$ cat src/verilog/adcd_unused_placeholder_none.sv
`timescale 1ns/1ps
`default_nettype none
`default_nettype wire

$ cat src/verilog/adcd_pkg.sv
/*
 Package for the converter diagnostic, modulator delay and chop configuration registers.
 Holds the register offsets, field positions, reset values and code tables.
 Assumes an 8-bit register port with 8-bit register offsets.
*/
`default_nettype none

package adcd_pkg;

   // ==========================================================
   // Register offsets
   localparam logic [7:0] ADDR_DIAG_RECEIVE_SELECT = 8'h56;
   localparam logic [7:0] ADDR_DIAG_LEVEL_MUX_CONTROL = 8'h57;
   localparam logic [7:0] ADDR_MODULATOR_CLOCK_DELAY = 8'h58;
   localparam logic [7:0] ADDR_GROUP_CHOP_RATE = 8'h59;

   // ==========================================================
   // Reset values
   localparam logic [7:0] RST_DIAG_RECEIVE_SELECT = 8'h00;
   localparam logic [7:0] RST_DIAG_LEVEL_MUX_CONTROL = 8'h00;
   localparam logic [7:0] RST_MODULATOR_CLOCK_DELAY = 8'h02;
   localparam logic [7:0] RST_GROUP_CHOP_RATE = 8'h0A;

   // ==========================================================
   // Field positions
   localparam int GROUP_A_DIAG_LSB = 0;
   localparam int GROUP_B_DIAG_LSB = 4;
   localparam int DELAYED_MODCLK_LSB = 2;
   localparam int DELAY_RESERVED_LSB = 0;
   localparam int GROUP_A_CHOP_LSB = 2;
   localparam int GROUP_B_CHOP_LSB = 0;

   // Writable bits per register; the rest read as zero
   localparam logic [7:0] MASK_DIAG_LEVEL_MUX_CONTROL = 8'h77;
   localparam logic [7:0] MASK_MODULATOR_CLOCK_DELAY = 8'h0F;
   localparam logic [7:0] MASK_GROUP_CHOP_RATE = 8'h0F;

   // ==========================================================
   // Codes
   localparam logic [2:0] DIAG_CODE_OFF = 3'h0;
   localparam logic [2:0] DIAG_CODE_POS = 3'h3;
   localparam logic [2:0] DIAG_CODE_NEG = 3'h4;
   localparam logic [2:0] DIAG_CODE_ZERO = 3'h5;

   localparam logic [1:0] DELAY_CODE_NONE = 2'h0;
   localparam logic [1:0] DELAY_CODE_LOW = 2'h1;
   localparam logic [1:0] DELAY_CODE_HIGH = 2'h2;
   localparam logic [1:0] DELAY_CODE_ALL = 2'h3;

   localparam logic [1:0] CHOP_CODE_DIV8 = 2'h1;
   localparam logic [1:0] CHOP_CODE_DIV32 = 2'h2;

   // Level applied to one channel's converter input
   typedef enum logic [1:0] {
      ADCD_LEVEL_OFF = 2'b00,
      ADCD_LEVEL_POS = 2'b01,
      ADCD_LEVEL_NEG = 2'b10,
      ADCD_LEVEL_ZERO = 2'b11
   } adcd_level_t;

   // Effective chop rate of a group
   typedef enum logic {
      ADCD_CHOP_DIV8 = 1'b0,
      ADCD_CHOP_DIV32 = 1'b1
   } adcd_chop_t;

endpackage

`default_nettype wire

$ cat src/verilog/adcd_cfg_if.sv
/*
 Interface between the register bank and its routing and chop helpers.
 Assumes all parties share one clock; results are combinational.
*/
`timescale 1ns/1ps
`default_nettype none

interface adcd_cfg_if #(parameter int NUM_CHAN = 8);
   logic [NUM_CHAN-1:0] receive;
   logic [NUM_CHAN-1:0] chan_group_b;
   logic [2:0] group_a_diag_level;
   logic [2:0] group_b_diag_level;
   logic [1:0] group_a_chop_rate;
   logic [1:0] group_b_chop_rate;
   adcd_pkg::adcd_level_t chan_level [NUM_CHAN];
   adcd_pkg::adcd_chop_t chop_a;
   adcd_pkg::adcd_chop_t chop_b;

   modport regs (
      output receive, chan_group_b, group_a_diag_level, group_b_diag_level,
      output group_a_chop_rate, group_b_chop_rate,
      input chan_level, chop_a, chop_b
   );
   modport route (
      input receive, chan_group_b, group_a_diag_level, group_b_diag_level,
      output chan_level
   );
   modport chop (
      input group_a_chop_rate, group_b_chop_rate,
      output chop_a, chop_b
   );
endinterface

`default_nettype wire

$ cat src/verilog/adcd_diag_route.sv
/*
 Routes the group diagnostic levels to each channel.
 Assumes the group assignment comes from the channel mode select register.
*/
`timescale 1ns/1ps
`default_nettype none

module adcd_diag_route #(
   parameter int NUM_CHAN = 8
) (
   // Configuration
   adcd_cfg_if.route cfg
);

   // ==========================================================
   // Decode
   // Reserved codes fall back to off so no stray level is applied
   function automatic adcd_pkg::adcd_level_t decode_level(input logic [2:0] code);
      case (code)
         adcd_pkg::DIAG_CODE_POS: decode_level = adcd_pkg::ADCD_LEVEL_POS;
         adcd_pkg::DIAG_CODE_NEG: decode_level = adcd_pkg::ADCD_LEVEL_NEG;
         adcd_pkg::DIAG_CODE_ZERO: decode_level = adcd_pkg::ADCD_LEVEL_ZERO;
         default: decode_level = adcd_pkg::ADCD_LEVEL_OFF;
      endcase
   endfunction

   // ==========================================================
   // Per-channel routing
   always_comb begin
      for (int n = 0; n < NUM_CHAN; n++) begin
         if (!cfg.receive[n]) begin
            cfg.chan_level[n] = adcd_pkg::ADCD_LEVEL_OFF;
         end else if (cfg.chan_group_b[n]) begin
            cfg.chan_level[n] = decode_level(cfg.group_b_diag_level);
         end else begin
            cfg.chan_level[n] = decode_level(cfg.group_a_diag_level);
         end
      end
   end

endmodule // adcd_diag_route

`default_nettype wire

$ cat src/verilog/adcd_chop_hold.sv
/*
 Keeps the effective chop rate of each group.
 Assumes the register field may hold a reserved code; then the last good rate stays.
*/
`timescale 1ns/1ps
`default_nettype none

module adcd_chop_hold (
   // Clock and reset
   input wire logic clk,
   input wire logic reset,
   // Configuration
   adcd_cfg_if.chop cfg
);

   adcd_pkg::adcd_chop_t rate_a;
   adcd_pkg::adcd_chop_t rate_b;
   adcd_pkg::adcd_chop_t next_rate_a;
   adcd_pkg::adcd_chop_t next_rate_b;

   // ==========================================================
   // Decode with hold
   function automatic adcd_pkg::adcd_chop_t chop_next(input logic [1:0] code,
                                                      input adcd_pkg::adcd_chop_t prev);
      case (code)
         adcd_pkg::CHOP_CODE_DIV8: chop_next = adcd_pkg::ADCD_CHOP_DIV8;
         adcd_pkg::CHOP_CODE_DIV32: chop_next = adcd_pkg::ADCD_CHOP_DIV32;
         default: chop_next = prev;
      endcase
   endfunction

   always_comb begin
      next_rate_a = chop_next(cfg.group_a_chop_rate, rate_a);
      next_rate_b = chop_next(cfg.group_b_chop_rate, rate_b);
   end

   always_ff @(posedge clk) begin
      if (reset) begin
         rate_a <= adcd_pkg::ADCD_CHOP_DIV32;
         rate_b <= adcd_pkg::ADCD_CHOP_DIV32;
      end else begin
         rate_a <= next_rate_a;
         rate_b <= next_rate_b;
      end
   end

   // Combinational view so the top can register the fresh rate
   assign cfg.chop_a = next_rate_a;
   assign cfg.chop_b = next_rate_b;
endmodule // adcd_chop_hold

`default_nettype wire

$ cat src/verilog/adcd_regs.sv
/*
 Register bank for the converter's diagnostic receive and level mux, delayed
 modulator clock and group chop rate, with registered per-channel controls.
 Assumes a plain register port (address, write data, strobes, read data one
 cycle later) and that the channel group assignment is driven from outside.
*/
// Notes on behaviour
// - Receive bit n enables diagnostics for channel n
// - Mux bits 2:0 group A, 6:4 group B
// - Codes 011 positive, 100 negative, 101 zero
// - Channel follows its group's select
// - Delay field 3:2 picks delayed channel halves
// - Chop A bits 3:2, B 1:0; 01=/8, 10=/32
// - Chop register resets to 0x0A
// - Mux and receive registers reset to zero
// - Delay register resets to 0x02
`timescale 1ns/1ps
`default_nettype none

module adcd_regs #(
   parameter int NUM_CHAN = 8
) (
   // Clock and reset
   input wire logic clk,
   input wire logic reset,
   // Register port
   input wire logic [7:0] addr,
   input wire logic [7:0] wdata,
   input wire logic wr,
   input wire logic rd,
   output logic [7:0] rdata,
   // Channel group assignment, 1 = group B
   input wire logic [NUM_CHAN-1:0] chan_group_b,
   // Per-channel diagnostic control
   output logic [NUM_CHAN-1:0] chan_diag_receive,
   output logic [2*NUM_CHAN-1:0] chan_diag_level,
   // Modulator clock and chop control
   output logic [NUM_CHAN-1:0] delayed_modclk_enable,
   output logic group_a_chop_div32,
   output logic group_b_chop_div32
);

   // ==========================================================
   // Parameter check
   // The delay field splits channels into two fixed halves of four
   if (NUM_CHAN != 8) begin : g_bad_num_chan
      $error("adcd_regs supports exactly eight channels");
   end

   localparam int HALF = NUM_CHAN / 2;

   // ==========================================================
   // Register state
   logic [7:0] diag_receive_select;
   logic [7:0] diag_level_mux_control;
   logic [7:0] modulator_clock_delay;
   logic [7:0] group_chop_rate;
   logic [7:0] next_diag_receive_select;
   logic [7:0] next_diag_level_mux_control;
   logic [7:0] next_modulator_clock_delay;
   logic [7:0] next_group_chop_rate;
   logic [7:0] next_rdata;

   // Registered outputs
   logic [NUM_CHAN-1:0] next_chan_diag_receive;
   logic [2*NUM_CHAN-1:0] next_chan_diag_level;
   logic [NUM_CHAN-1:0] next_delayed_modclk_enable;
   logic next_group_a_chop_div32;
   logic next_group_b_chop_div32;

   adcd_cfg_if #(.NUM_CHAN(NUM_CHAN)) cfg ();

   // ==========================================================
   // Helpers
   adcd_diag_route #(.NUM_CHAN(NUM_CHAN)) u_route (
      .cfg (cfg.route)
   );

   adcd_chop_hold u_chop (
      .clk (clk),
      .reset (reset),
      .cfg (cfg.chop)
   );

   // Writes keep only the bits the register implements
   function automatic logic [7:0] write_masked(input logic [7:0] data,
                                               input logic [7:0] mask);
      write_masked = data & mask;
   endfunction

   // ==========================================================
   // Register writes
   always_comb begin
      next_diag_receive_select = diag_receive_select;
      next_diag_level_mux_control = diag_level_mux_control;
      next_modulator_clock_delay = modulator_clock_delay;
      next_group_chop_rate = group_chop_rate;
      if (wr) begin
         case (addr)
            adcd_pkg::ADDR_DIAG_RECEIVE_SELECT: begin
               next_diag_receive_select = wdata;
            end
            adcd_pkg::ADDR_DIAG_LEVEL_MUX_CONTROL: begin
               next_diag_level_mux_control =
                  write_masked(wdata, adcd_pkg::MASK_DIAG_LEVEL_MUX_CONTROL);
            end
            adcd_pkg::ADDR_MODULATOR_CLOCK_DELAY: begin
               // Reserved low bits stored as written so readback shows them
               next_modulator_clock_delay =
                  write_masked(wdata, adcd_pkg::MASK_MODULATOR_CLOCK_DELAY);
            end
            adcd_pkg::ADDR_GROUP_CHOP_RATE: begin
               next_group_chop_rate =
                  write_masked(wdata, adcd_pkg::MASK_GROUP_CHOP_RATE);
            end
            default: begin
               next_group_chop_rate = group_chop_rate;
            end
         endcase
      end
   end

   always_ff @(posedge clk) begin
      if (reset) begin
         diag_receive_select <= adcd_pkg::RST_DIAG_RECEIVE_SELECT;
         diag_level_mux_control <= adcd_pkg::RST_DIAG_LEVEL_MUX_CONTROL;
         modulator_clock_delay <= adcd_pkg::RST_MODULATOR_CLOCK_DELAY;
         group_chop_rate <= adcd_pkg::RST_GROUP_CHOP_RATE;
      end else begin
         diag_receive_select <= next_diag_receive_select;
         diag_level_mux_control <= next_diag_level_mux_control;
         modulator_clock_delay <= next_modulator_clock_delay;
         group_chop_rate <= next_group_chop_rate;
      end
   end

   // ==========================================================
   // Register reads
   // Read data stands only in the cycle after the strobe
   always_comb begin
      next_rdata = 8'h00;
      if (rd) begin
         case (addr)
            adcd_pkg::ADDR_DIAG_RECEIVE_SELECT: next_rdata = diag_receive_select;
            adcd_pkg::ADDR_DIAG_LEVEL_MUX_CONTROL: next_rdata = diag_level_mux_control;
            adcd_pkg::ADDR_MODULATOR_CLOCK_DELAY: next_rdata = modulator_clock_delay;
            adcd_pkg::ADDR_GROUP_CHOP_RATE: next_rdata = group_chop_rate;
            default: next_rdata = 8'h00;
         endcase
      end
   end

   // ==========================================================
   // Fields to helpers
   assign cfg.receive = diag_receive_select[NUM_CHAN-1:0];
   assign cfg.chan_group_b = chan_group_b;
   assign cfg.group_a_diag_level =
      diag_level_mux_control[adcd_pkg::GROUP_A_DIAG_LSB +: 3];
   assign cfg.group_b_diag_level =
      diag_level_mux_control[adcd_pkg::GROUP_B_DIAG_LSB +: 3];
   assign cfg.group_a_chop_rate = group_chop_rate[adcd_pkg::GROUP_A_CHOP_LSB +: 2];
   assign cfg.group_b_chop_rate = group_chop_rate[adcd_pkg::GROUP_B_CHOP_LSB +: 2];

   // ==========================================================
   // Channel controls
   always_comb begin
      next_chan_diag_receive = diag_receive_select[NUM_CHAN-1:0];
      for (int n = 0; n < NUM_CHAN; n++) begin
         next_chan_diag_level[2*n +: 2] = cfg.chan_level[n];
      end
      case (modulator_clock_delay[adcd_pkg::DELAYED_MODCLK_LSB +: 2])
         adcd_pkg::DELAY_CODE_NONE: next_delayed_modclk_enable = '0;
         adcd_pkg::DELAY_CODE_LOW: next_delayed_modclk_enable = {{HALF{1'b0}}, {HALF{1'b1}}};
         adcd_pkg::DELAY_CODE_HIGH: next_delayed_modclk_enable = {{HALF{1'b1}}, {HALF{1'b0}}};
         adcd_pkg::DELAY_CODE_ALL: next_delayed_modclk_enable = '1;
         default: next_delayed_modclk_enable = '0;
      endcase
      next_group_a_chop_div32 = (cfg.chop_a == adcd_pkg::ADCD_CHOP_DIV32);
      next_group_b_chop_div32 = (cfg.chop_b == adcd_pkg::ADCD_CHOP_DIV32);
   end

   always_ff @(posedge clk) begin
      if (reset) begin
         rdata <= 8'h00;
         chan_diag_receive <= '0;
         chan_diag_level <= '0;
         delayed_modclk_enable <= '0;
         group_a_chop_div32 <= 1'b1;
         group_b_chop_div32 <= 1'b1;
      end else begin
         rdata <= next_rdata;
         chan_diag_receive <= next_chan_diag_receive;
         chan_diag_level <= next_chan_diag_level;
         delayed_modclk_enable <= next_delayed_modclk_enable;
         group_a_chop_div32 <= next_group_a_chop_div32;
         group_b_chop_div32 <= next_group_b_chop_div32;
      end
   end
endmodule // adcd_regs

`default_nettype wire

$ cat config.mk
export PLATFORM = sky130hd
export DESIGN_NAME = adcd_regs
export DESIGN_NICKNAME = d
export VERILOG_FILES = /design/src/verilog/adcd_unused_placeholder_none.sv /design/src/verilog/adcd_pkg.sv /design/src/verilog/adcd_cfg_if.sv /design/src/verilog/adcd_diag_route.sv /design/src/verilog/adcd_chop_hold.sv /design/src/verilog/adcd_regs.sv
export SDC_FILE = /design/constraint.sdc
export NUM_CORES = 1
export LEC_CHECK = 0
export BUFFER_PORTS_ARGS = -buffer_cell sky130_fd_sc_hd__buf_4
export CORE_ASPECT_RATIO = 2
export CORE_MARGIN = 2
export CORE_UTILIZATION = 40
export DETAILED_ROUTE_END_ITERATION = 10
export HOLD_SLACK_MARGIN = 0.15
export PLACE_DENSITY = 0.65
export SLEW_MARGIN = 20
export SYNTH_ARGS = -nofsm -noshare
export SYNTH_HDL_FRONTEND = slang
export SYNTH_HIERARCHICAL = 1
export SYNTH_SLANG_ARGS = --single-unit
$ cat constraint.sdc
create_clock -name clk -period 2.4 [get_ports clk]
set_input_delay 0.12 -clock clk [delete_from_list [all_inputs] [get_ports clk]]
set_output_delay 0.12 -clock clk [all_outputs]
set_load 0.005 [all_outputs]
# Word-level counts from Yosys, hierarchy flattened
# Cells that the tools add are included.
dict set report word_totals {
  ramBits 0
  latch_bits 0
  mem_bits_ro 0
  input_bits 28
  reg_bits 64
  mem_count 0
}
dict set report classes {
  muxes 14
  bitwise_logic 9
  add_sub_neg 0
  reduce_logical 16
  multipliers 0
  shifts 0
  n_lt_le_gt_ge 0
  div 0
  eq_ne 17
}
# cell n
set ops {}
lappend ops {{8-bit case mux with 4 select lines} 2}
lappend ops {{8-bit by 7-bit == test with 1-bit output (second input constant)} 4}
lappend ops {{2-bit OR reduction} 9}
lappend ops {{2-bit two-way mux} 8}
lappend ops {{3-bit == test (second input constant)} 4}
lappend ops {{2-bit case mux with 3 select lines} 2}
lappend ops {{1-bit NOT} 9}
lappend ops {{2-bit == test (second input constant)} 4}
lappend ops {{2-bit AND reduction} 4}
lappend ops {{2-bit by 1-bit == test with 1-bit output (second input constant)} 3}
lappend ops {{3-bit by 2-bit == test with 1-bit output (second input constant)} 2}
lappend ops {{1-bit case mux with 2 select lines} 2}
lappend ops {{2-bit nonzero test} 2}
lappend ops {{2-bit zero test} 1}

# Logic depth before layout (Yosys ltp)
# Gate-level depths: netlist (run 1).
dict set report depth {
  ltp_word 3
  depth_mapped 5
  ltp_nobuf 4
}

# By module
# The synthesis (run 1) kept the hierarchy.
# mod seq_area_each_um2 area_per_inst_um2 cells_each instances
set modules_own_cells {}
lappend modules_own_cells {adcd_regs 1161.1 2098.3 191 1}
lappend modules_own_cells {adcd_diag_route 0.0 384.1 53 1}
lappend modules_own_cells {adcd_chop_hold 40.0 115.1 10 1}

# Least setup slack after synthesis (run 1)
# OpenSTA, ideal clock, no wires.
dict set report synth_path {
  path_type {flip-flop to flip-flop}
  start {register group_chop_rate[2]}
  end {register group_a_chop_div32}
  path_stages_with_launch 5
  t_arrival_ns 1.204
  slack_ns 1.073
  path_buffers 0
  setup_time_ns 0.123
  synth_period_minus_slack_ns 1.327
  path_cell_list {dfxtp_1 -> inv_1 -> ha_1 -> mux2_4 -> or2_2}
}
dict set report synth_via {
  elab_chain_cells 2
  word_cells_on_any_way 4
  classes_between {2 x eq/ne; 1 x mux; 1 x reduce/logical}
}
# item line_no
set synth_rtl {}
lappend synth_rtl {{start: declaration} adcd_regs.sv:57} ;# logic [7:0] group_chop_rate;
lappend synth_rtl {{start signal: assignment} adcd_regs.sv:128} ;# group_chop_rate <= adcd_pkg::RST_GROUP_CHOP_RATE;
lappend synth_rtl {{start signal: assignment} adcd_regs.sv:133} ;# group_chop_rate <= next_group_chop_rate;
lappend synth_rtl {{2-bit == test / 2-bit by 1-bit == test with 1-bit output (equally long branches)} adcd_chop_hold.sv:25} ;# case (code)
lappend synth_rtl {{1-bit case mux with 2 select lines *} adcd_chop_hold.sv:25}
lappend synth_rtl {{named net cfg.chop_a} adcd_cfg_if.sv:16} ;# adcd_pkg::adcd_chop_t chop_a;
lappend synth_rtl {{end signal: assignment} adcd_regs.sv:195} ;# group_a_chop_div32 <= next_group_a_chop_div32;
lappend synth_rtl {{end: declaration} adcd_regs.sv:39} ;# output logic group_a_chop_div32,
# Mark *: on every way through the listed nets, which the timed path passes. The rest lies on a longest branch.
# A chain may end at the register's enable or synchronous reset.

# Worst setup path after layout (run 1)
dict set report layout_path {
  start {register diag_level_mux_control[1]}
  end {register chan_diag_level[4]}
}
dict set report layout_via {
  elab_chain_cells 3
  word_cells_on_any_way 5
  classes_between {3 x eq/ne; 2 x mux}
}
# item line_no
set layout_rtl {}
lappend layout_rtl {{start: declaration} adcd_regs.sv:55} ;# logic [7:0] diag_level_mux_control;
lappend layout_rtl {{start signal: assignment} adcd_regs.sv:126} ;# diag_level_mux_control <= adcd_pkg::RST_DIAG_LEVEL_MUX_CONTROL;
lappend layout_rtl {{start signal: assignment} adcd_regs.sv:131} ;# diag_level_mux_control <= next_diag_level_mux_control;
lappend layout_rtl {{3-bit == test / 3-bit by 2-bit == test with 1-bit output (equally long branches)} adcd_diag_route.sv:19} ;# case (code)
lappend layout_rtl {{2-bit case mux with 3 select lines *} adcd_diag_route.sv:19}
lappend layout_rtl {{2-bit two-way mux *} adcd_diag_route.sv:33} ;# end else if (cfg.chan_group_b[n]) begin
lappend layout_rtl {{end signal: assignment} adcd_regs.sv:193} ;# chan_diag_level <= next_chan_diag_level;
lappend layout_rtl {{end: declaration} adcd_regs.sv:36} ;# output logic [2*NUM_CHAN-1:0] chan_diag_level,
# Every way passes the cells marked *; elsewhere a longest branch is shown, timed or not.

==> flow_summary.json, run 1 <==
{
  "vias_per_cell": 4.85,
  "cts_setup_buffers": 0,
  "slew_headroom": 0.527,
  "clock-sinks": 60,
  "path_clk_slew_ns": 0.05,
  "cts_root_buf": "clkbuf_16",
  "power_leakage_nw": 1.48,
  "clockBufferDepth": 2,
  "drt_first_pass_iters": 4,
  "finalCritPeriodShare": 0.621,
  "final_layout_size_suffix_gt1_frac": 0.287,
  "setup-violations-final": 0,
  "fin_nets": 352,
  "synth_warnings": 6,
  "hold_path_class": "in2reg",
  "rows": 41,
  "num_vias": 2001,
  "clock_skew_ns": 0.00432,
  "grt-ovfl-total": 0,
  "synth_simple_gate_area_frac": 0.268,
  "antenna_left": 0,
  "ys_types": 37,
  "yosysTopAreaCell": "dfxtp_1",
  "min_period_ns": 1.49,
  "ys_seq_elements": 60,
  "synth_common_cells": "dfxtp_1 (60), mux2i_1 (31), nand2b_1 (25)",
  "portBuffers": 69,
  "status": "finished, final reports clean",
  "synth_fa_ha_area_frac": 0.00963,
  "diodes": 0,
  "grt_max_degree": 54,
  "synth_async_sr_flop_share": 0,
  "seq_area_frac_synth": 0.462,
  "cts_htree_levels": 3,
  "ios": 70,
  "netlist_area_um2": 2600,
  "avgSynthCellArea_um2": 10.2,
  "synth.most_common_cell": "dfxtp_1",
  "cp-end-kind": "flop",
  "hold_ws_ns": 0.167,
  "tritoncts": "yes",
  "synth_edf_count": 0,
  "rsz0062_at_grt": "no",
  "grt_pass1_wl_mm": 9.25,
  "wl_mm": 5.80,
  "synthTopCellsByArea": "dfxtp_1 (46%), mux2i_1 (12%), nand2b_1 (6.0%)",
  "synth_compound_gate_area_share": 0.0597,
  "syn-instance-count": 254,
  "clk_latency_ns": 0.33,
  "final_hold_viol_count": 0,
  "drt_iter0_markers": 27,
  "die_w_um": 61.0,
  "holdBufCountCts": 7,
  "p_per_area_nw_per_um2": 698,
  "synth_top_area_share": 0.462,
  "required_ns": 2.60,
  "synthFlopType": "dfxtp_1",
  "maxCapViolations": 0,
  "grt_pass1_vias": 2013,
  "drc": 0,
  "start_kind": "flop",
  "cp_max_fo": 11,
  "cts-resized-gates": 0,
  "slew_viol_final": 0,
  "grt_usage": 0.175,
  "die-area_um2": 7190,
  "cts_made_buffers": 9,
  "dpl.hpwl_mm": 4.23,
  "fp.dieH_um": 118,
  "synth_top_family_by_area": "simple AND/OR/NAND/NOR gates",
  "start_util": 0.412,
  "path_class": "reg2reg",
  "antenna_found_initial": 0,
  "fp.coreArea_um2": 6310,
  "wire_per_inst_um": 14.1,
  "timing.setup.tns_ns": 0,
  "area_growth_pct": 35.2,
  "globalplace.congestion": 0.761,
  "arrival_ns": 1.69,
  "worst_slew_pin_slew_ns": 0.705,
  "fmax_mhz": 671,
  "synthXorXnorAreaFrac": 0.00963,
  "synthMuxAreaShare": 0.135,
  "peakVddDrop_uv": 493,
  "syn-num-nets": 284
}
cells in the final DEF (no fill, tap or decap), types with 7 or more instances in the layout:
cell type,count
nand3_1,9
nand3b_1,17
nor2_1,8
inv_1,12
o22ai_1,7
nor2b_1,19
a21boi_1,7
nand2b_1,25
mux2i_1,31
dfxtp_1,60
dlygate4sd3_1,7
or3b_1,9
buf_4,69
clkbuf_16,9
power breakdown:
group / internal (mW) / leakage (nW) / total (mW) / switching, mW
clock: 0.929 / 0.159 / 1.35 / 0.422
combinational: 0.0555 / 0.841 / 0.102 / 0.0461
sequential: 0.999 / 0.483 / 0.999 / 0.000805
layout make-up:
class,count,area [um^2]
well taps,86,108
clock buffers,11,243
flip-flops and latches,60,1200
repair buffers,76,588
inverters,12,45.0
fillers,615,2800
clock inverters,5,75.1
multi-input cells,163,1250
final timing paths:
| check | from | to | slack [ns] | cells after the start |
|---|---|---|---|---|
| worst min register to register | group_chop_rate[0] | group_chop_rate[0] | 0.49 | 2 |
| worst max register to register | diag_level_mux_control[1] | chan_diag_level[4] | 0.91 | 3 |
| worst max-delay path | diag_level_mux_control[1] | chan_diag_level[4] | 0.91 | 3 |
| worst min-delay path | wdata[0] | diag_level_mux_control[0] | 0.17 | 3 |
cell families after synthesis:
| group | count (synthesis) |
|---|---|
| AO/OA/AOI/OAI | 20 |
| adder cells (fa/ha/maj) | 2 |
| flip-flops | 60 |
| buffers and inverters | 31 |
| AND/OR/NAND/NOR | 105 |
| XOR/XNOR | 2 |
| multiplexers | 34 |
per-stage QoR:
step	cell area [um^2]	total power, mW	worst slack [ns]	instances	util
after CTS	3510	2.48	0.895	413	0.557
final	3510	2.45	0.909	413	0.557
after global placement	3120	1.11	0.875	390	0.495
after global routing	3510	2.53	0.746	413	0.557
after floorplan	2600	1.06	1.07	254	-
after detailed placement	3120	1.11	0.854	390	0.495
worst max-delay path, cell delays in order (launching register included):
cell,delay (ns)
dfxtp_1,0.40
xnor2_1,0.62
o22ai_1,0.19
nor2b_1,0.16
per-layer routing:
metal | share of wire | up-vias | global-route usage
met2 | 0.56 | 52 | 0.306
met5 | 0 | - | 0
met1 | 0.38 | 936 | 0.173
met4 | 0.026 | 0 | 0.0965
li1 | - | 1002 | -
met3 | 0.042 | 11 | 0.0495
state kept, by name, indices dropped and copies added, names as in the netlist:
signal	count
cfg.receive	8
chan_diag_level	16
chan_diag_receive	8
delayed_modclk_enable	2
diag_level_mux_control	6
group_a_chop_div32	1
group_b_chop_div32	1
group_chop_rate	4
modulator_clock_delay	4
rdata	8
u_chop/rate_a	1
u_chop/rate_b	1
No activity file was read; power rests on OpenSTA's default activity.
==> run 2: changes to the inputs <==
Clock period 2.4 ns to 1.5 ns, I/O delays scaled along.
==> run 2 against run 1 <==
Effect of this change:
- register-to-register slack got worse by 0.81 ns
- non-clock buffer count rose by 21
- critical path depth up 1
- critical path type unchanged
==> flow_summary.json, run 2 (same netlist as run 1, synthesis figures left out) <==
{
  "path_clk_slew_ns": 0.05,
  "area_growth_pct": 44.4,
  "final_layout_size_suffix_gt1_frac": 0.316,
  "antenna_left": 0,
  "diodes": 0,
  "cp-end-kind": "flop",
  "drt_iter0_markers": 38,
  "rsz0062_at_grt": "no",
  "fmax_mhz": 715,
  "fin_util": 0.594,
  "final_hold_viol_count": 0,
  "peakVddDrop_uv": 988,
  "ios": 70,
  "grt_usage": 0.188,
  "fin_nets": 373,
  "clock_skew_ns": 0.00486,
  "layout_commonest_cell": "buf_4",
  "clk_latency_ns": 0.33,
  "grt_max_degree": 35,
  "path_class": "reg2reg",
  "p_per_area_nw_per_um2": 1160,
  "fp.coreArea_um2": 6310,
  "portBuffers": 69,
  "rows": 41,
  "status": "finished, final reports clean",
  "grt_pass1_vias": 2111,
  "fp.dieH_um": 118,
  "arrival_ns": 1.61,
  "setup-violations-final": 0,
  "regArea_um2": 1200,
  "cts_htree_levels": 3,
  "slew_viol_final": 0,
  "finalCritPeriodShare": 0.932,
  "num-fill-cells": 578,
  "top_register": "chan_diag_level",
  "globalplace.congestion": 0.778,
  "wl_mm": 6.02,
  "power_leakage_nw": 1.60,
  "largest_reg_flops": 16,
  "start_util": 0.412,
  "required_ns": 1.72,
  "worst_slew_pin_slew_ns": 0.442,
  "grt_pass1_wl_mm": 9.95,
  "final_cell_mix": "buf_4 (83), dfxtp_1 (60), mux2i_1 (31)",
  "die-area_um2": 7190,
  "cts_made_buffers": 9,
  "clock-sinks": 60,
  "min_period_ns": 1.40,
  "multi_input_area_um2": 1260,
  "num_vias": 2070,
  "grt-ovfl-total": 0,
  "post-place-ws_ns": 0.0585,
  "drt_first_pass_iters": 4,
  "vias_per_cell": 4.77,
  "cp_max_fo": 3,
  "fin_ws_ns": 0.102,
  "timing.setup.tns_ns": 0,
  "antenna_found_initial": 0,
  "tritoncts": "yes",
  "start_kind": "flop",
  "slew_headroom": 0.704,
  "dpl.hpwl_mm": 4.44,
  "die_w_um": 61.0,
  "hold_path_class": "in2reg",
  "drc": 0,
  "clockBufferDepth": 2,
  "maxCapViolations": 0,
  "wire_per_inst_um": 13.9,
  "cts_root_buf": "clkbuf_16"
}
## run 2: path summary, 6_finish.rpt
| kind | from | end | slack (ns) | cells after the start |
|---|---|---|---|---|
| min reg2reg | modulator_clock_delay[0] | modulator_clock_delay[0] | 0.49 | 2 |
| max reg2reg | group_chop_rate[0] | group_b_chop_div32 | 0.10 | 4 |
| min | chan_group_b[2] | chan_diag_level[4] | 0.16 | 4 |
| max | group_chop_rate[0] | group_b_chop_div32 | 0.10 | 4 |
## run 2: report_power, final
group | switching [mW] | internal, mW
registers | 0.00111 | 1.60
clock network | 0.719 | 1.83
logic | 0.0781 | 0.107
## run 2: final cells by class
class                   instances  share of cell area
well taps                      86              0.0287
repair buffers                 97               0.203
inverters                      12              0.0120
multi-input cells             163               0.336
flip-flops and latches         60               0.320
clock buffers                  10              0.0637
clock inverters                 6              0.0360
## run 2: metrics by stage
step	instances	power [mW]	instance area, um^2	hold WS [ns]
after detailed placement	404	1.79	3230	0.358
final	434	4.34	3750	0.160
after global routing	434	4.46	3750	0.162
after floorplan	254	1.70	2600	0.154
after global placement	404	1.79	3230	0.352
after CTS	434	4.38	3740	0.150
## run 2: critical path, cell delays in order (launching register included)
cell and delay, ns:
dfxtp_1 0.36, inv_1 0.06, ha_1 0.30, mux2_4 0.30
or2_2 0.26
## run 2: repair_timing
item	CTS	global route
setup endpoints to repair	0	2
endpoints found under the hold margin	32	0
hold buffers	14	0
setup buffers	0	0
resized for setup	0	1
## run 2: per-layer routing
layer / track usage / wire [um] / vias to the layer above
li1: - / - / 1044
met1: 0.196 / 2270 / 963
met2: 0.329 / 3380 / 54
met3: 0.0527 / 261 / 9
met4: 0.0829 / 108 / 0
met5: 0 / 0 / -
